### src/hdl/dusp_pkg.sv
// constants shared by both ends of the dma user stream and read ports
package dusp_pkg;
  // ----------------------------------------------------------------
  // sizes
  // ----------------------------------------------------------------
  localparam int DUSP_DATA_W = 64;
  localparam int DUSP_NUM_CH = 4;
  localparam int DUSP_MAX_CH = 4;
  localparam int DUSP_ADDR_W = 64;
  localparam int DUSP_ID_W = 4;
  localparam int DUSP_LEN_W = 8;
  localparam int DUSP_SIZE_W = 3;
  localparam bit DUSP_PARITY_EN = 1'b0;
  localparam int DUSP_BUF_DEPTH = 2;
  // ----------------------------------------------------------------
  // fixed read address attributes and reset values
  // ----------------------------------------------------------------
  localparam logic [1:0] DUSP_BURST_INCR = 2'h1;
  localparam logic [2:0] DUSP_PROT_VAL = 3'h0;
  localparam logic DUSP_LOCK_VAL = 1'h0;
  localparam logic [3:0] DUSP_CACHE_VAL = 4'h0;
  localparam logic [1:0] DUSP_RST_SYNC_INIT = 2'h0;
endpackage

### src/hdl/dusp_if.sv
// interface joining the dma end and the user end
`timescale 1ns/10ps
interface dusp_if #(
  parameter int DW = 64,
  parameter int NCH = 4,
  parameter int AW = 64,
  parameter int IDW = 4,
  parameter int PW = 1
);
  // reset from the dma end
  logic aresetn;
  // host to card streams
  logic [NCH-1:0] h2c_dma_valid;
  logic [NCH-1:0] h2c_user_ready;
  logic [NCH-1:0][DW-1:0] h2c_stream_data;
  logic [NCH-1:0][DW/8-1:0] h2c_byte_keep;
  logic [NCH-1:0] h2c_packet_last;
  logic [NCH-1:0][PW-1:0] h2c_parity_bits;
  // card to host streams
  logic [NCH-1:0] c2h_user_valid;
  logic [NCH-1:0] c2h_dma_ready;
  logic [NCH-1:0][DW-1:0] c2h_stream_data;
  logic [NCH-1:0][DW/8-1:0] c2h_byte_keep;
  logic [NCH-1:0] c2h_packet_last;
  logic [NCH-1:0][PW-1:0] c2h_parity_bits;
  // read address channel
  logic [AW-1:0] rd_addr;
  logic [IDW-1:0] rd_id;
  logic [7:0] rd_len;
  logic [2:0] rd_size;
  logic [1:0] rd_burst;
  logic [2:0] rd_prot;
  logic rd_lock;
  logic [3:0] rd_cache;
  logic rd_addr_valid;
  logic rd_addr_ready;

  modport dma (
    output aresetn,
    output h2c_dma_valid, h2c_stream_data, h2c_byte_keep, h2c_packet_last, h2c_parity_bits,
    input h2c_user_ready,
    input c2h_user_valid, c2h_stream_data, c2h_byte_keep, c2h_packet_last, c2h_parity_bits,
    output c2h_dma_ready,
    output rd_addr, rd_id, rd_len, rd_size, rd_burst, rd_prot, rd_lock, rd_cache,
    output rd_addr_valid,
    input rd_addr_ready
  );

  modport usr (
    input aresetn,
    input h2c_dma_valid, h2c_stream_data, h2c_byte_keep, h2c_packet_last, h2c_parity_bits,
    output h2c_user_ready,
    output c2h_user_valid, c2h_stream_data, c2h_byte_keep, c2h_packet_last, c2h_parity_bits,
    input c2h_dma_ready,
    input rd_addr, rd_id, rd_len, rd_size, rd_burst, rd_prot, rd_lock, rd_cache,
    input rd_addr_valid,
    output rd_addr_ready
  );
endinterface

### src/hdl/dusp_dma_end.sv
// dma end: two-entry buffer, stream channels, read address channel, reset out
// Notes on behaviour
// (RULE1) h2c beat moves when valid and ready
// (RULE2) user ready may drop any time
// (RULE3) stalled h2c beat held until ready
// (RULE4) h2c valid marks every meaningful data word
// (RULE5) h2c last only on final beat
// (RULE6) h2c keep shows valid bytes at end
// (RULE7) parity bits only with parity option
// (RULE8) c2h beat moves when valid and ready
// (RULE9) user holds c2h beat while stalled
// (RULE10) user valid marks meaningful c2h words
// (RULE11) user flags last c2h beat
// (RULE12) c2h keep all ones except final
// (RULE13) four independent channels per direction
// (RULE14) read address of configurable width
// (RULE15) read valid only with real request
// (RULE16) eight-bit burst length field
// (RULE17) three-bit burst size field
// (RULE18) prot, lock, cache held at zero
// (RULE19) all ports on the one clock
// (RULE20) active-low reset released synchronously, drives user
`timescale 1ns/10ps
module dusp_buf2 #(
  parameter int W = 8
) (
  // clock and reset
  input wire logic clk_sys_i,
  input wire logic rst_i,
  // filling side
  input wire logic in_valid_i,
  output logic in_ready_o,
  input wire logic [W-1:0] in_data_i,
  // draining side
  output logic out_valid_o,
  input wire logic out_ready_i,
  output logic [W-1:0] out_data_o
);
  import dusp_pkg::*;

  logic [W-1:0] mem [DUSP_BUF_DEPTH];
  logic wr_ptr;
  logic rd_ptr;
  logic [1:0] count;
  logic push;
  logic pop;

  // ----------------------------------------------------------------
  // handshakes
  // ----------------------------------------------------------------
  assign in_ready_o = (count != 2'h2);
  assign out_valid_o = (count != 2'h0);
  assign push = in_valid_i && in_ready_o;
  assign pop = out_valid_o && out_ready_i;
  // head entry stays put until popped
  assign out_data_o = mem[rd_ptr];

  // ----------------------------------------------------------------
  // storage
  // ----------------------------------------------------------------
  always_ff @(posedge clk_sys_i)
  begin
    if (push)
    begin
      mem[wr_ptr] <= in_data_i;
    end
  end

  always_ff @(posedge clk_sys_i or posedge rst_i)
  begin
    if (rst_i)
    begin
      wr_ptr <= 1'h0;
      rd_ptr <= 1'h0;
      count <= 2'h0;
    end
    else
    begin
      if (push)
      begin
        wr_ptr <= ~wr_ptr;
      end
      if (pop)
      begin
        rd_ptr <= ~rd_ptr;
      end
      if (push && !pop)
      begin
        count <= count + 2'h1;
      end
      else if (pop && !push)
      begin
        count <= count - 2'h1;
      end
    end
  end
endmodule

module dusp_dma_end #(
  parameter int DW = dusp_pkg::DUSP_DATA_W,
  parameter int NCH = dusp_pkg::DUSP_NUM_CH,
  parameter int AW = dusp_pkg::DUSP_ADDR_W,
  parameter int IDW = dusp_pkg::DUSP_ID_W,
  parameter bit PAR = dusp_pkg::DUSP_PARITY_EN,
  parameter int PW = PAR ? DW / 8 : 1
) (
  // clock and reset
  input wire logic clk_sys_i,
  input wire logic rst_i,
  // host to card words from the engine
  input wire logic [NCH-1:0] h2c_core_valid_i,
  output logic [NCH-1:0] h2c_core_ready_o,
  input wire logic [NCH-1:0][DW-1:0] h2c_core_data_i,
  input wire logic [NCH-1:0][DW/8-1:0] h2c_core_keep_i,
  input wire logic [NCH-1:0] h2c_core_last_i,
  input wire logic [NCH-1:0][PW-1:0] h2c_core_parity_i,
  // card to host words to the engine
  output logic [NCH-1:0] c2h_core_valid_o,
  input wire logic [NCH-1:0] c2h_core_ready_i,
  output logic [NCH-1:0][DW-1:0] c2h_core_data_o,
  output logic [NCH-1:0][DW/8-1:0] c2h_core_keep_o,
  output logic [NCH-1:0] c2h_core_last_o,
  output logic [NCH-1:0][PW-1:0] c2h_core_parity_o,
  // read requests from the engine
  input wire logic rd_req_valid_i,
  output logic rd_req_ready_o,
  input wire logic [AW-1:0] rd_req_addr_i,
  input wire logic [IDW-1:0] rd_req_id_i,
  input wire logic [dusp_pkg::DUSP_LEN_W-1:0] rd_req_len_i,
  input wire logic [dusp_pkg::DUSP_SIZE_W-1:0] rd_req_size_i,
  // user side link
  dusp_if.dma bus
);
  import dusp_pkg::*;

  localparam int KW = DW / 8;
  localparam int SW = DW + KW + 1 + PW;
  localparam int RW = AW + IDW + DUSP_LEN_W + DUSP_SIZE_W;

  logic [1:0] rst_sync;
  logic [RW-1:0] rd_word;

  // ----------------------------------------------------------------
  // parameter checks
  // ----------------------------------------------------------------
  if (DW < 8 || DW % 8 != 0)
  begin : g_chk_dw
    $error("data width must be a nonzero multiple of eight");
  end
  if (NCH < 1 || NCH > DUSP_MAX_CH)
  begin : g_chk_nch
    $error("channel count must be one to four");
  end
  if (AW < 1 || IDW < 1)
  begin : g_chk_aw
    $error("address and id widths must be nonzero");
  end
  if (PW != (PAR ? DW / 8 : 1))
  begin : g_chk_pw
    $error("parity width must match the parity option");
  end

  // ----------------------------------------------------------------
  // user reset, asserted at once, released on the clock
  // ----------------------------------------------------------------
  always_ff @(posedge clk_sys_i or posedge rst_i)
  begin
    if (rst_i)
    begin
      rst_sync <= DUSP_RST_SYNC_INIT;
    end
    else
    begin
      rst_sync <= {rst_sync[0], 1'b1}; // [RULE20]
    end
  end
  assign bus.aresetn = rst_sync[1]; // [RULE19] [RULE20]

  // ----------------------------------------------------------------
  // stream channels
  // ----------------------------------------------------------------
  for (genvar g = 0; g < NCH; g++)
  begin : g_ch // [RULE13]
    logic [SW-1:0] h2c_in;
    logic [SW-1:0] h2c_out;
    logic [SW-1:0] c2h_in;
    logic [SW-1:0] c2h_out;
    logic [KW-1:0] h2c_keep;
    logic [PW-1:0] h2c_par;
    logic [PW-1:0] c2h_par;

    // keep is all ones inside a packet, real count on the last beat
    assign h2c_keep = h2c_core_last_i[g] ? h2c_core_keep_i[g] : {KW{1'b1}}; // [RULE6]
    assign h2c_par = PAR ? h2c_core_parity_i[g] : '0; // [RULE7]
    assign h2c_in = {h2c_par, h2c_core_last_i[g], h2c_keep, h2c_core_data_i[g]};

    // head beat holds until the user takes it
    dusp_buf2 #(.W(SW)) u_h2c_buf (
      .clk_sys_i(clk_sys_i),
      .rst_i(rst_i),
      .in_valid_i(h2c_core_valid_i[g]),
      .in_ready_o(h2c_core_ready_o[g]),
      .in_data_i(h2c_in),
      .out_valid_o(bus.h2c_dma_valid[g]), // [RULE3] [RULE4]
      .out_ready_i(bus.h2c_user_ready[g]), // [RULE1] [RULE2]
      .out_data_o(h2c_out)
    );
    assign bus.h2c_stream_data[g] = h2c_out[DW-1:0];
    assign bus.h2c_byte_keep[g] = h2c_out[DW+KW-1:DW];
    assign bus.h2c_packet_last[g] = h2c_out[DW+KW]; // [RULE5]
    assign bus.h2c_parity_bits[g] = h2c_out[SW-1:DW+KW+1];

    assign c2h_par = PAR ? bus.c2h_parity_bits[g] : '0; // [RULE7]
    assign c2h_in = {c2h_par, bus.c2h_packet_last[g], bus.c2h_byte_keep[g],
                     bus.c2h_stream_data[g]};

    // ready drops only when both entries hold beats
    dusp_buf2 #(.W(SW)) u_c2h_buf (
      .clk_sys_i(clk_sys_i),
      .rst_i(rst_i),
      .in_valid_i(bus.c2h_user_valid[g]), // [RULE10]
      .in_ready_o(bus.c2h_dma_ready[g]), // [RULE8] [RULE9]
      .in_data_i(c2h_in),
      .out_valid_o(c2h_core_valid_o[g]),
      .out_ready_i(c2h_core_ready_i[g]),
      .out_data_o(c2h_out)
    );
    assign c2h_core_data_o[g] = c2h_out[DW-1:0];
    assign c2h_core_keep_o[g] = c2h_out[DW+KW-1:DW]; // [RULE12]
    assign c2h_core_last_o[g] = c2h_out[DW+KW]; // [RULE11]
    assign c2h_core_parity_o[g] = c2h_out[SW-1:DW+KW+1];
  end

  // ----------------------------------------------------------------
  // read address channel
  // ----------------------------------------------------------------
  dusp_buf2 #(.W(RW)) u_rd_buf (
    .clk_sys_i(clk_sys_i),
    .rst_i(rst_i),
    .in_valid_i(rd_req_valid_i),
    .in_ready_o(rd_req_ready_o),
    .in_data_i({rd_req_addr_i, rd_req_id_i, rd_req_len_i, rd_req_size_i}),
    .out_valid_o(bus.rd_addr_valid), // [RULE15]
    .out_ready_i(bus.rd_addr_ready),
    .out_data_o(rd_word)
  );
  assign bus.rd_addr = rd_word[RW-1:IDW+DUSP_LEN_W+DUSP_SIZE_W]; // [RULE14]
  assign bus.rd_id = rd_word[IDW+DUSP_LEN_W+DUSP_SIZE_W-1:DUSP_LEN_W+DUSP_SIZE_W];
  assign bus.rd_len = rd_word[DUSP_LEN_W+DUSP_SIZE_W-1:DUSP_SIZE_W]; // [RULE16]
  assign bus.rd_size = rd_word[DUSP_SIZE_W-1:0]; // [RULE17]
  assign bus.rd_burst = DUSP_BURST_INCR;
  assign bus.rd_prot = DUSP_PROT_VAL; // [RULE18]
  assign bus.rd_lock = DUSP_LOCK_VAL; // [RULE18]
  assign bus.rd_cache = DUSP_CACHE_VAL; // [RULE18]
endmodule

### src/flat_wrapper.sv
// flat-port wrapper written by rule: the top's interface ports become plain ports
module dusp_dma_end_flat import dusp_pkg::*;
#(
  parameter int DW = dusp_pkg::DUSP_DATA_W,
  parameter int NCH = dusp_pkg::DUSP_NUM_CH,
  parameter int AW = dusp_pkg::DUSP_ADDR_W,
  parameter int IDW = dusp_pkg::DUSP_ID_W,
  parameter bit PAR = dusp_pkg::DUSP_PARITY_EN,
  parameter int PW = PAR ? DW / 8 : 1
)
  (clk_sys_i, rst_i, h2c_core_valid_i, h2c_core_ready_o, h2c_core_data_i, h2c_core_keep_i, h2c_core_last_i, h2c_core_parity_i, c2h_core_valid_o, c2h_core_ready_i, c2h_core_data_o, c2h_core_keep_o, c2h_core_last_o, c2h_core_parity_o, rd_req_valid_i, rd_req_ready_o, rd_req_addr_i, rd_req_id_i, rd_req_len_i, rd_req_size_i, bus_aresetn, bus_h2c_dma_valid, bus_h2c_stream_data, bus_h2c_byte_keep, bus_h2c_packet_last, bus_h2c_parity_bits, bus_h2c_user_ready, bus_c2h_user_valid, bus_c2h_stream_data, bus_c2h_byte_keep, bus_c2h_packet_last, bus_c2h_parity_bits, bus_c2h_dma_ready, bus_rd_addr, bus_rd_id, bus_rd_len, bus_rd_size, bus_rd_burst, bus_rd_prot, bus_rd_lock, bus_rd_cache, bus_rd_addr_valid, bus_rd_addr_ready);
  dusp_if #(.DW(DW), .NCH(NCH), .AW(AW), .IDW(IDW), .PW(PW)) bus_i ();
  input wire logic clk_sys_i;
  input wire logic rst_i;
  input wire logic [NCH-1:0] h2c_core_valid_i;
  output logic [NCH-1:0] h2c_core_ready_o;
  input wire logic [NCH-1:0][DW-1:0] h2c_core_data_i;
  input wire logic [NCH-1:0][DW/8-1:0] h2c_core_keep_i;
  input wire logic [NCH-1:0] h2c_core_last_i;
  input wire logic [NCH-1:0][PW-1:0] h2c_core_parity_i;
  output logic [NCH-1:0] c2h_core_valid_o;
  input wire logic [NCH-1:0] c2h_core_ready_i;
  output logic [NCH-1:0][DW-1:0] c2h_core_data_o;
  output logic [NCH-1:0][DW/8-1:0] c2h_core_keep_o;
  output logic [NCH-1:0] c2h_core_last_o;
  output logic [NCH-1:0][PW-1:0] c2h_core_parity_o;
  input wire logic rd_req_valid_i;
  output logic rd_req_ready_o;
  input wire logic [AW-1:0] rd_req_addr_i;
  input wire logic [IDW-1:0] rd_req_id_i;
  input wire logic [dusp_pkg::DUSP_LEN_W-1:0] rd_req_len_i;
  input wire logic [dusp_pkg::DUSP_SIZE_W-1:0] rd_req_size_i;
  output wire logic [$bits(bus_i.aresetn)-1:0] bus_aresetn;
  output wire logic [$bits(bus_i.h2c_dma_valid)-1:0] bus_h2c_dma_valid;
  output wire logic [$bits(bus_i.h2c_stream_data)-1:0] bus_h2c_stream_data;
  output wire logic [$bits(bus_i.h2c_byte_keep)-1:0] bus_h2c_byte_keep;
  output wire logic [$bits(bus_i.h2c_packet_last)-1:0] bus_h2c_packet_last;
  output wire logic [$bits(bus_i.h2c_parity_bits)-1:0] bus_h2c_parity_bits;
  input wire logic [$bits(bus_i.h2c_user_ready)-1:0] bus_h2c_user_ready;
  input wire logic [$bits(bus_i.c2h_user_valid)-1:0] bus_c2h_user_valid;
  input wire logic [$bits(bus_i.c2h_stream_data)-1:0] bus_c2h_stream_data;
  input wire logic [$bits(bus_i.c2h_byte_keep)-1:0] bus_c2h_byte_keep;
  input wire logic [$bits(bus_i.c2h_packet_last)-1:0] bus_c2h_packet_last;
  input wire logic [$bits(bus_i.c2h_parity_bits)-1:0] bus_c2h_parity_bits;
  output wire logic [$bits(bus_i.c2h_dma_ready)-1:0] bus_c2h_dma_ready;
  output wire logic [$bits(bus_i.rd_addr)-1:0] bus_rd_addr;
  output wire logic [$bits(bus_i.rd_id)-1:0] bus_rd_id;
  output wire logic [$bits(bus_i.rd_len)-1:0] bus_rd_len;
  output wire logic [$bits(bus_i.rd_size)-1:0] bus_rd_size;
  output wire logic [$bits(bus_i.rd_burst)-1:0] bus_rd_burst;
  output wire logic [$bits(bus_i.rd_prot)-1:0] bus_rd_prot;
  output wire logic [$bits(bus_i.rd_lock)-1:0] bus_rd_lock;
  output wire logic [$bits(bus_i.rd_cache)-1:0] bus_rd_cache;
  output wire logic [$bits(bus_i.rd_addr_valid)-1:0] bus_rd_addr_valid;
  input wire logic [$bits(bus_i.rd_addr_ready)-1:0] bus_rd_addr_ready;
  assign bus_aresetn = bus_i.aresetn;
  assign bus_h2c_dma_valid = bus_i.h2c_dma_valid;
  assign bus_h2c_stream_data = bus_i.h2c_stream_data;
  assign bus_h2c_byte_keep = bus_i.h2c_byte_keep;
  assign bus_h2c_packet_last = bus_i.h2c_packet_last;
  assign bus_h2c_parity_bits = bus_i.h2c_parity_bits;
  assign bus_i.h2c_user_ready = bus_h2c_user_ready;
  assign bus_i.c2h_user_valid = bus_c2h_user_valid;
  assign bus_i.c2h_stream_data = bus_c2h_stream_data;
  assign bus_i.c2h_byte_keep = bus_c2h_byte_keep;
  assign bus_i.c2h_packet_last = bus_c2h_packet_last;
  assign bus_i.c2h_parity_bits = bus_c2h_parity_bits;
  assign bus_c2h_dma_ready = bus_i.c2h_dma_ready;
  assign bus_rd_addr = bus_i.rd_addr;
  assign bus_rd_id = bus_i.rd_id;
  assign bus_rd_len = bus_i.rd_len;
  assign bus_rd_size = bus_i.rd_size;
  assign bus_rd_burst = bus_i.rd_burst;
  assign bus_rd_prot = bus_i.rd_prot;
  assign bus_rd_lock = bus_i.rd_lock;
  assign bus_rd_cache = bus_i.rd_cache;
  assign bus_rd_addr_valid = bus_i.rd_addr_valid;
  assign bus_i.rd_addr_ready = bus_rd_addr_ready;
  dusp_dma_end #(.DW(DW), .NCH(NCH), .AW(AW), .IDW(IDW), .PAR(PAR), .PW(PW)) u_core (.clk_sys_i(clk_sys_i), .rst_i(rst_i), .h2c_core_valid_i(h2c_core_valid_i), .h2c_core_ready_o(h2c_core_ready_o), .h2c_core_data_i(h2c_core_data_i), .h2c_core_keep_i(h2c_core_keep_i), .h2c_core_last_i(h2c_core_last_i), .h2c_core_parity_i(h2c_core_parity_i), .c2h_core_valid_o(c2h_core_valid_o), .c2h_core_ready_i(c2h_core_ready_i), .c2h_core_data_o(c2h_core_data_o), .c2h_core_keep_o(c2h_core_keep_o), .c2h_core_last_o(c2h_core_last_o), .c2h_core_parity_o(c2h_core_parity_o), .rd_req_valid_i(rd_req_valid_i), .rd_req_ready_o(rd_req_ready_o), .rd_req_addr_i(rd_req_addr_i), .rd_req_id_i(rd_req_id_i), .rd_req_len_i(rd_req_len_i), .rd_req_size_i(rd_req_size_i), .bus(bus_i));
endmodule
### config.mk
export PLATFORM = sky130hd
export DESIGN_NAME = dusp_dma_end_flat
export DESIGN_NICKNAME = d
export VERILOG_FILES = /design/src/hdl/dusp_pkg.sv /design/src/hdl/dusp_if.sv /design/src/hdl/dusp_dma_end.sv /design/src/flat_wrapper.sv
export SDC_FILE = /design/constraint.sdc
export NUM_CORES = 1
export LEC_CHECK = 0
export ABC_AREA = 1
export BUFFER_PORTS_ARGS = -buffer_cell sky130_fd_sc_hd__clkbuf_2
export CAP_MARGIN = 0
export CORE_AREA = 4 4 534 536
export DETAILED_ROUTE_END_ITERATION = 6
export DIE_AREA = 0 0 538 540
export PLACE_DENSITY = 0.44
export SETUP_SLACK_MARGIN = 0.3
export SKIP_LAST_GASP = 1
export SLEW_MARGIN = 10
export SYNTH_ARGS = -nofsm -noshare
export SYNTH_HDL_FRONTEND = slang
export SYNTH_SLANG_ARGS = --single-unit
### constraint.sdc
create_clock -name clk_sys_i -period 3.95 [get_ports clk_sys_i]
set_input_delay 0.395 -clock clk_sys_i [delete_from_list [all_inputs] [get_ports clk_sys_i]]
set_output_delay 0.395 -clock clk_sys_i [all_outputs]
set_load 0.02 [all_outputs]
Yosys cells after proc, flatten, opt, wreduce, memory -nomap -nowiden:

Memories as Yosys holds them, arrays and structs flattened.
Cells that the tools add are included.

* equal/unequal tests: 9
* add/sub/neg operators: 18
* muxes and demuxes: 40
* bitwise logic cells: 18
* reductions and logical operators: 72

Operators with widths (number)
* $logic_and A1 B1 Y1: 36
* $mux W2: 18
* $reduce_bool A2 Y1: 18
* $mux W8: 4
* $add A2 B1 Y2 const B: 9
* $logic_not A1 Y1: 18
* $mux W1: 18
* $ne A2 B2 Y1 const B: 9
* $not A1 Y1: 18
* $sub A2 B1 Y2 const B: 9

* output and inout bits: 700
* memories kept: 9
* RAM bits: 1326
* flip-flop bits (word level): 38
* bits of input ports: 691

Memory list
* u_core.u_rd_buf.mem: words 2, bits a word 79, rd ports 1, clocked after Yosys merged registers in 0, write ports 1, RTL line dusp_dma_end.sv:41 `logic [W-1:0] mem [DUSP_BUF_DEPTH];`
* u_core.g_ch[0].u_c2h_buf.mem: words 2, bits a word 73, rd ports 1, clocked after Yosys merged registers in 0, write ports 1, RTL line dusp_dma_end.sv:41
* u_core.g_ch[0].u_h2c_buf.mem: words 2, bits a word 73, rd ports 1, clocked after Yosys merged registers in 0, write ports 1, RTL line dusp_dma_end.sv:41
* u_core.g_ch[1].u_c2h_buf.mem: words 2, bits a word 73, rd ports 1, clocked after Yosys merged registers in 0, write ports 1, RTL line dusp_dma_end.sv:41
* u_core.g_ch[1].u_h2c_buf.mem: words 2, bits a word 73, rd ports 1, clocked after Yosys merged registers in 0, write ports 1, RTL line dusp_dma_end.sv:41
* u_core.g_ch[2].u_c2h_buf.mem: words 2, bits a word 73, rd ports 1, clocked after Yosys merged registers in 0, write ports 1, RTL line dusp_dma_end.sv:41
* +3 memories

Depth between registers and ports, before layout:

Gate-level depths: netlist (run 1).

* word-level depth: 6
* mapped depth: 10
* gate-level depth less buffers: 10

Modules after synthesis:

From an unflattened synthesis (run 1), not the netlist that was laid out.

* cell total of the unflattened synthesis: 2430
* area total of the unflattened synthesis: 52138.8 um^2

By module, submodules not included
* dusp_buf2 (u_core.g_ch[0].u_c2h_buf ...): seq. area each 4544.4 um^2, area an instance 5677.9 um^2, cells each 259, times used 8
* dusp_buf2 (u_core.u_rd_buf): seq. area each 4844.6 um^2, area an instance 6318.6 um^2, cells each 275, times used 1
* dusp_dma_end: seq. area each 50.0 um^2, area an instance 396.6 um^2, cells each 83, times used 1

Worst setup path before layout (run 1):

OpenSTA, ideal clock, no wires.

* path kind: register -> register
* from: reg u_core.u_rd_buf.count[0]
* to: mem u_core.u_rd_buf.mem[0][0] (netlist bit) (enable)
* setup slack: -0.628 ns
* stages on the path, launching flop included: 5
* required time: 3.433 ns
* data arrival time: 4.061 ns
* buffers on the path: 0
* cell sequence: dfrtp_1 -> inv_1 -> nand2_1 -> nand2_1 -> nor2_1

* longest elaborated chain between the ends: 4

Ends and longest elaborated chain
* start, declared: RTL line dusp_dma_end.sv:44 `logic [1:0] count;`
* start signal, assigned: RTL line dusp_dma_end.sv:89 `count <= count + 2'h1;`
* start signal, assigned: RTL line dusp_dma_end.sv:93 `count <= count - 2'h1;`
* $ne A2 B2 Y1: RTL line dusp_dma_end.sv:51 `assign in_ready_o = (count != 2'h2);`
* net rd_req_ready_o: RTL line flat_wrapper.sv:28 `output logic rd_req_ready_o;`
* $logic_and A1 B1 Y1: RTL line dusp_dma_end.sv:53 `assign push = in_valid_i && in_ready_o;`
* $mux W1: RTL line dusp_dma_end.sv:63 `if (push)`
* $mux W1 (implied by the code): RTL line dusp_dma_end.sv:65 `mem[wr_ptr] <= in_data_i;`
* end, declared: RTL line dusp_dma_end.sv:41

The timed path passes the listed nets, and every way through them passes these cells.

==> results of run 1 <==
-- state kept, by name (all words and copies together), names as in the netlist, 4 cells and up --
signal,flops
u_core.g_ch.u_h2c_buf.count,8
u_core.g_ch.u_h2c_buf.mem,584
u_core.g_ch.u_c2h_buf.count,8
u_core.g_ch.u_c2h_buf.mem,584
u_core.g_ch.u_h2c_buf.rd_ptr,4
u_core.g_ch.u_c2h_buf.rd_ptr,4
u_core.g_ch.u_c2h_buf.wr_ptr,4
u_core.u_rd_buf.mem,158
u_core.g_ch.u_h2c_buf.wr_ptr,4
-- cells in the final DEF (no fill, tap or decap), drive strengths merged --
master and n:
buf 50, bufinv 15, clkbuf 1553, clkinv 66
clkinvlp 7, conb 19, dfrtp 38, diode 41
dlygate4sd3 681, edfxtp 1326, ha 9, inv 104
mux2 219, nand2 1454, nand3 15, nand3b 3
nand4 9, nor2 18, xnor2 9, xor2 9
-- cell families after synthesis --
logic type	Yosys count	synth area share
flip-flops	1364	0.7986
other	2	0.0001471
multiplexers	219	0.05890
AND/OR/NAND/NOR	1499	0.1112
adder cells (fa/ha/maj)	9	0.002206
buffers and inverters	252	0.02578
XOR/XNOR	18	0.003088
-- power breakdown --
part	internal, mW	total (mW)	switching (mW)
clock	8.59	14.8	6.17
combinational	6.14	20.8	14.7
sequential	19.8	20.9	1.12
-- metrics by stage --
stage                     cells  hold slack, ns  utilization
after floorplan            3380          0.3312            -
after global placement     8378          0.3321       0.2223
after detailed placement   8378          0.3402       0.2223
after CTS                  9347         0.06041       0.2651
after global routing       9368         0.07978       0.2653
final                      9388          0.1271       0.2655
-- per-layer routing --
metal,vias to the layer above,wire length (um),global-route usage
li1,15940,-,-
met1,16710,81020,0.1611
met2,1481,90570,0.2104
met3,360,20450,0.04870
met4,68,4913,0.03042
met5,-,391,0
-- worst reg2reg max path, cell delays in order, from the launching register on --
cell and delay (ns):
sky130_fd_sc_hd__dfrtp_1 0.38, sky130_fd_sc_hd__inv_1 0.09, sky130_fd_sc_hd__nand2_1 0.14, sky130_fd_sc_hd__nand2_1 0.21, sky130_fd_sc_hd__nor2_4 0.69, sky130_fd_sc_hd__buf_12 0.36
-- worst max path at each step --
stage | startpoint | endpoint | depth (start not counted)
detailed placement | u_core.u_rd_buf.rd_ptr$_DFFE_PP0P_ | bus_rd_addr[57] | 5
CTS | u_core.g_ch[2].u_c2h_buf.rd_ptr$_DFFE_PP0P_ | c2h_core_data_o[162] | 6
global route | u_core.g_ch[2].u_c2h_buf.rd_ptr$_DFFE_PP0P_ | c2h_core_data_o[162] | 6
finish | u_core.g_ch[2].u_c2h_buf.rd_ptr$_DFFE_PP0P_ | c2h_core_data_o[162] | 6
floorplan | u_core.u_rd_buf.count[0]$_DFFE_PP0P_ | u_core.u_rd_buf.mem[0][0]$_DFFE_PP_ | 4
global placement | u_core.u_rd_buf.rd_ptr$_DFFE_PP0P_ | bus_rd_addr[57] | 5
-- final cells by class --
class                           instances  area, um^2
Fill cell                           29080      206300
Sequential cell                      1364       40790
Tap cell                             3743        4683
Clock inverter                         99        1052
Multi-Input combinational cell       1764        9163
Clock buffer                          189        4155
Antenna cell                           41       102.6
Inverter                               93       356.6
Timing Repair Buffer                 2095       14260
-- what timing repair did --
item,4_1_cts,5_1_grt
endpoints found under the hold margin,1367,0
setup endpoints to repair,42,0
gates resized for setup,1,0
setup buffers,0,0
hold buffers,681,0
==> run metrics, run 1 <==
average cell area after synthesis=15.18 um^2; Critical Path Source Type=flop; worst voltage drop across the vdd grid=0.0004149 V; startpoint of the most critical hold path=h2c_core_last_i[2]; worst setup margin=0.6771 ns; Critical Path Fanout Max=42; capture endpoint of the worst hold path=u_core.g_ch[2].u_h2c_buf.mem[1][72]$_DFFE_PP_; element type at the critical path end=output port; placed cell areas=62,430 um^2; number of clock sinks=1,364; I/O pins=1,391; Post-synth ARST share=0.02786; largest cells by area after synthesis=sky130_fd_sc_hd__edfxtp_1, sky130_fd_sc_hd__nand2_1, sky130_fd_sc_hd__mux2_4; Initial Util=0.1818; Final Net Count=6,179; setup tns final=0 ns; vias per cell=3.681; most instantiated flip-flop cell in the synthesis netlist=sky130_fd_sc_hd__edfxtp_1; worst rel slew slack=0.3697; final setup violation count=0; clk buf depth=4; Worst-path clk slew=0.06 ns; weighted congestion reported at the end of routability-driven placement=0.8379; Worst path max stage delay=0.61 ns; Num CTS Buffers=161; total overflow reported by the global router=0; final number of max-transition violations=0; Chip Height=540 um; area fraction of the dominant cell type after synthesis=0.7800; sequence of cells on the critical path=buf_4, inv_2, buf_12, nand2_1, nand2_1, clkbuf_2; count of state elements after synthesis=1,364; P_leak=30.54 nW; Synth cell types=19; worst setup skew after layout=0.03266 ns; cell with the most instances after synthesis=sky130_fd_sc_hd__nand2_1; # port buffers=1,364; count of warnings emitted by yosys=0; DPL Wire Length=150.0 mm; number of vias in the routed layout=34,560; num rows=195; setup repair after global routing missed its margin=no; DRC violations left=0; terminus of the critical flop-to-flop path=u_core.g_ch[0].u_c2h_buf.mem[1][19]$_DFFE_PP_; signed area change from the synthesized netlist to the final layout=46.05%; cell area after layout=74,560 um^2; Reg-to-Reg Start=u_core.g_ch[0].u_c2h_buf.count[0]$_DFFE_PP0P_; detailed-route wire length per cell=21.02 um; power after layout=56.47 mW; library cell occupying the most area in the post-synthesis netlist=sky130_fd_sc_hd__edfxtp_1; worst-margin pin slew=0.9455 ns; buffer and inverter count on the worst path=4; pin count of the biggest net entering global routing=80; antenna-violating nets left=0; pre-CTS setup slack=1.065 ns; number of enable-type register cells in the synthesized netlist=1,326; final wirelength=197.3 mm; Mapped Cells=3,363; maximum operating frequency=305.5 MHz; library cell appearing most often on the critical path=sky130_fd_sc_hd__nand2_1; data required time of the critical path=3.56 ns; fin crit share=0.8286; TritonCTS clock tree=built; Clock Latency Late Sink=0.81 ns; post-synthesis sequential area ratio=0.7986; layout cells sized above 1=0.3394; summed instance area of the synthesized netlist=51,050 um^2; flop-to-flop setup slack=1.68 ns; CP max-delay cell=sky130_fd_sc_hd__inv_2; horizontal die dimension=538 um; reg2reg path depth=5; Top delay family on crit path=buffers and inverters; final hold violations=0; Root Buffer=sky130_fd_sc_hd__clkbuf_16; total global-route track usage=0.1290; total power divided by cell area=757.4 nW/um^2; Hold Path Stages=1; data arrival time of the worst path=2.88 ns; number of global-route vias before repair=35,180; classification of the worst setup path=flop to output port; max-cap violation count=0; initial antenna violation count=140; wire length of the first global-routing pass=269.4 mm; violation count after the first detailed-route iteration=2,074; Tightest Hold Check Type=input port to flop; outcome=finished clean; H-Tree Level Count=4; core box area=280,800 um^2; clock period minus worst slack=3.273 ns; Synth top cells by count=sky130_fd_sc_hd__nand2_1, sky130_fd_sc_hd__edfxtp_1, sky130_fd_sc_hd__mux2_4; number of optimization iterations in the first detailed-route pass=6; die footprint=290,500 um^2
No activity file was read; power rests on OpenSTA's default activity.
==> inputs of run 2 (changes only) <==
==> constraint.sdc (replaced) <==
create_clock -name clk_sys_i -period 2.9 [get_ports clk_sys_i]
set_input_delay 0.29 -clock clk_sys_i [delete_from_list [all_inputs] [get_ports clk_sys_i]]
set_output_delay 0.29 -clock clk_sys_i [all_outputs]
set_load 0.02 [all_outputs]
==> run 2 against run 1 <==
Compared with the run above:
- worst hold slack worse by 0.063 ns
- global-route usage rose by 0.23 points
- sequential power up 34%
- die area did not move
- largest power group is now combinational cells
- highest routed layer unchanged
==> run metrics, run 2 (synthesis gave the netlist of run 1 again) <==
antenna-violating nets left=0; number of clock sinks=1,364; core box area=280,800 um^2; maximum operating frequency=397.7 MHz; Worst-path clk slew=0.07 ns; final wirelength=201.7 mm; Tightest Hold Check Type=input port to flop; clk buf depth=4; flop-to-flop setup slack=0.89 ns; P_int=47.82 mW; final hold violations=0; most frequent cells in the layout=sky130_fd_sc_hd__nand2_1, sky130_fd_sc_hd__clkbuf_2, sky130_fd_sc_hd__edfxtp_1, sky130_fd_sc_hd__dlygate4sd3_1, sky130_fd_sc_hd__clkbuf_16; switching pwr=30.72 mW; highest routed metal layer=met5; violation count after the first detailed-route iteration=2,154; final number of max-transition violations=0; num rows=195; Final Net Count=6,252; worst-margin pin slew=0.7300 ns; classification of the worst setup path=flop to output port; fin crit share=0.8671; weighted congestion reported at the end of routability-driven placement=0.8324; detailed-route wire length on metal 1=82.41 mm; Root Buffer=sky130_fd_sc_hd__clkbuf_16; Util after Layout=0.2694; worst setup margin=0.3854 ns; setup repair after global routing missed its margin=yes; DPL Wire Length=152.7 mm; element type at the critical path end=output port; total power divided by cell area=1038 nW/um^2; switching part of the total=0.3912; total overflow reported by the global router=0; clock period minus worst slack=2.515 ns; worst setup skew after layout=0.04028 ns; number of vias in the routed layout=34,670; data required time of the critical path=2.61 ns; horizontal die dimension=538 um; max-cap violation count=0; signed area change from the synthesized netlist to the final layout=48.20%; number of global-route vias before repair=35,390; leading cell type in the layout, fill and taps excluded=sky130_fd_sc_hd__nand2_1; worst rel slew slack=0.5122; data arrival time of the worst path=2.22 ns; H-Tree Level Count=4; vias per cell=3.672; Chip Height=540 um; Top Registers=u_core.g_ch.u_c2h_buf.mem (584), u_core.g_ch.u_h2c_buf.mem (584), u_core.u_rd_buf.mem (158); wire length of the first global-routing pass=272.8 mm; number of optimization iterations in the first detailed-route pass=5; Critical Path Source Type=flop; TritonCTS clock tree=built; power after layout=78.54 mW; Cells after DPL=8,425; Initial Util=0.1818; Critical Path Fanout Max=23; initial antenna violation count=128; P_leak=31.03 nW; Num CTS Buffers=162; Clock Latency Late Sink=0.80 ns; total global-route track usage=0.1313; pin count of the biggest net entering global routing=75; clock network fraction of total power=0.249; post-route non-filler standard cell count=9,443; worst voltage drop across the vdd grid=0.0006445 V; wire length on met3=20.10 mm; die footprint=290,500 um^2; I/O pins=1,391; DRC violations left=0; detailed-route wire length per cell=21.36 um; # port buffers=1,364; pre-CTS setup slack=0.7778 ns; final setup violation count=0; routed wl met2=94.07 mm; register share of total power=0.357; outcome=finished clean; Logic pwr share=0.393; layout cells sized above 1=0.3465; number of fill cells in the layout=29,030
-- run 2: cell count changes in the layout (fill, tap and decap cells not counted), moves of 11 or more --
| cell | change |
|---|---|
| sky130_fd_sc_hd__buf_4 | +19 |
| sky130_fd_sc_hd__clkinv_2 | -13 |
| sky130_fd_sc_hd__nand2_2 | +19 |
| sky130_fd_sc_hd__buf_12 | +30 |
| sky130_fd_sc_hd__clkinv_1 | +11 |
| sky130_fd_sc_hd__diode_2 | -17 |
| sky130_fd_sc_hd__clkbuf_2 | -22 |
| sky130_fd_sc_hd__clkbuf_1 | +11 |
| sky130_fd_sc_hd__nand2_1 | -19 |
| sky130_fd_sc_hd__clkbuf_4 | +17 |
-- run 2: metrics by stage --
stage	hold slack [ns]	setup TNS, ns	area, um^2
after floorplan	0.3312	-58.17	51240
after global placement	0.3316	0	63110
after detailed placement	0.3355	0	63110
after CTS	0.01084	0	75460
after global routing	0.05574	0	75630
final	0.06413	0	75650
-- run 2: power by group through the flow --
stage	clock [mW]	sequential (mW)	combinational, mW
final	19.6	28.1	30.9
after global routing	21.2	28.4	33.2
after CTS	20.4	28.1	31.6
after detailed placement	0	28.6	29.5
after global placement	0	28.5	29.4
after floorplan	0	28.2	16.8
-- run 2: final timing paths --
check,from,to,cells after the start
max,u_core.g_ch[0].u_h2c_buf.rd_ptr$_DFFE_PP0P_,bus_h2c_byte_keep[2],5
min,bus_c2h_user_valid[2],u_core.g_ch[2].u_c2h_buf.wr_ptr$_DFFE_PP0P_,4
max reg2reg,u_core.u_rd_buf.count[0]$_DFFE_PP0P_,u_core.u_rd_buf.mem[1][17]$_DFFE_PP_,5
min reg2reg,u_core.rst_sync[0]$_DFF_PP0_,u_core.rst_sync[1]$_DFF_PP0_,0
max in group asynchronous,rst_i,u_core.g_ch[3].u_c2h_buf.rd_ptr$_DFFE_PP0P_,4
min in group asynchronous,rst_i,u_core.g_ch[0].u_h2c_buf.wr_ptr$_DFFE_PP0P_,3
-- run 2: layout make-up --
cell class              count  area (um^2)  area share
flip-flops and latches   1364        40790      0.5392
clock inverters            84        774.5     0.01024
inverters                  93        377.9    0.004995
clock buffers             204         4274     0.05650
repair buffers           2166        15470      0.2045
multi-input cells        1764         9210      0.1217
well taps                3743         4683     0.06190
diodes                     24        60.06   0.0007938
repair inverters            1        8.758   0.0001158
-- run 2: per-layer routing --
layer / GRT usage / up-vias
li1: - / 16070
met3: 0.04886 / 326
met1: 0.1616 / 16750
met5: 0 / -
met4: 0.03238 / 62
met2: 0.2166 / 1465
-- run 2: repair_timing --
| item | 4_1_cts | 5_1_grt |
|---|---|---|
| setup endpoints to repair | 412 | 42 |
| gates cloned | 5 | 3 |
| hold buffers | 685 | 0 |
| resized for setup | 57 | 25 |
| endpoints found under the hold margin | 1379 | 0 |
| setup buffers | 13 | 0 |
| pin swaps | 0 | 0 |
-- run 2: critical path, stage by stage, from the launching register on --
cell	delay, ns
sky130_fd_sc_hd__dfrtp_4	0.50
sky130_fd_sc_hd__inv_2	0.13
sky130_fd_sc_hd__buf_12	0.21
sky130_fd_sc_hd__nand2_1	0.07
sky130_fd_sc_hd__nand2_1	0.24
sky130_fd_sc_hd__clkbuf_2	0.24
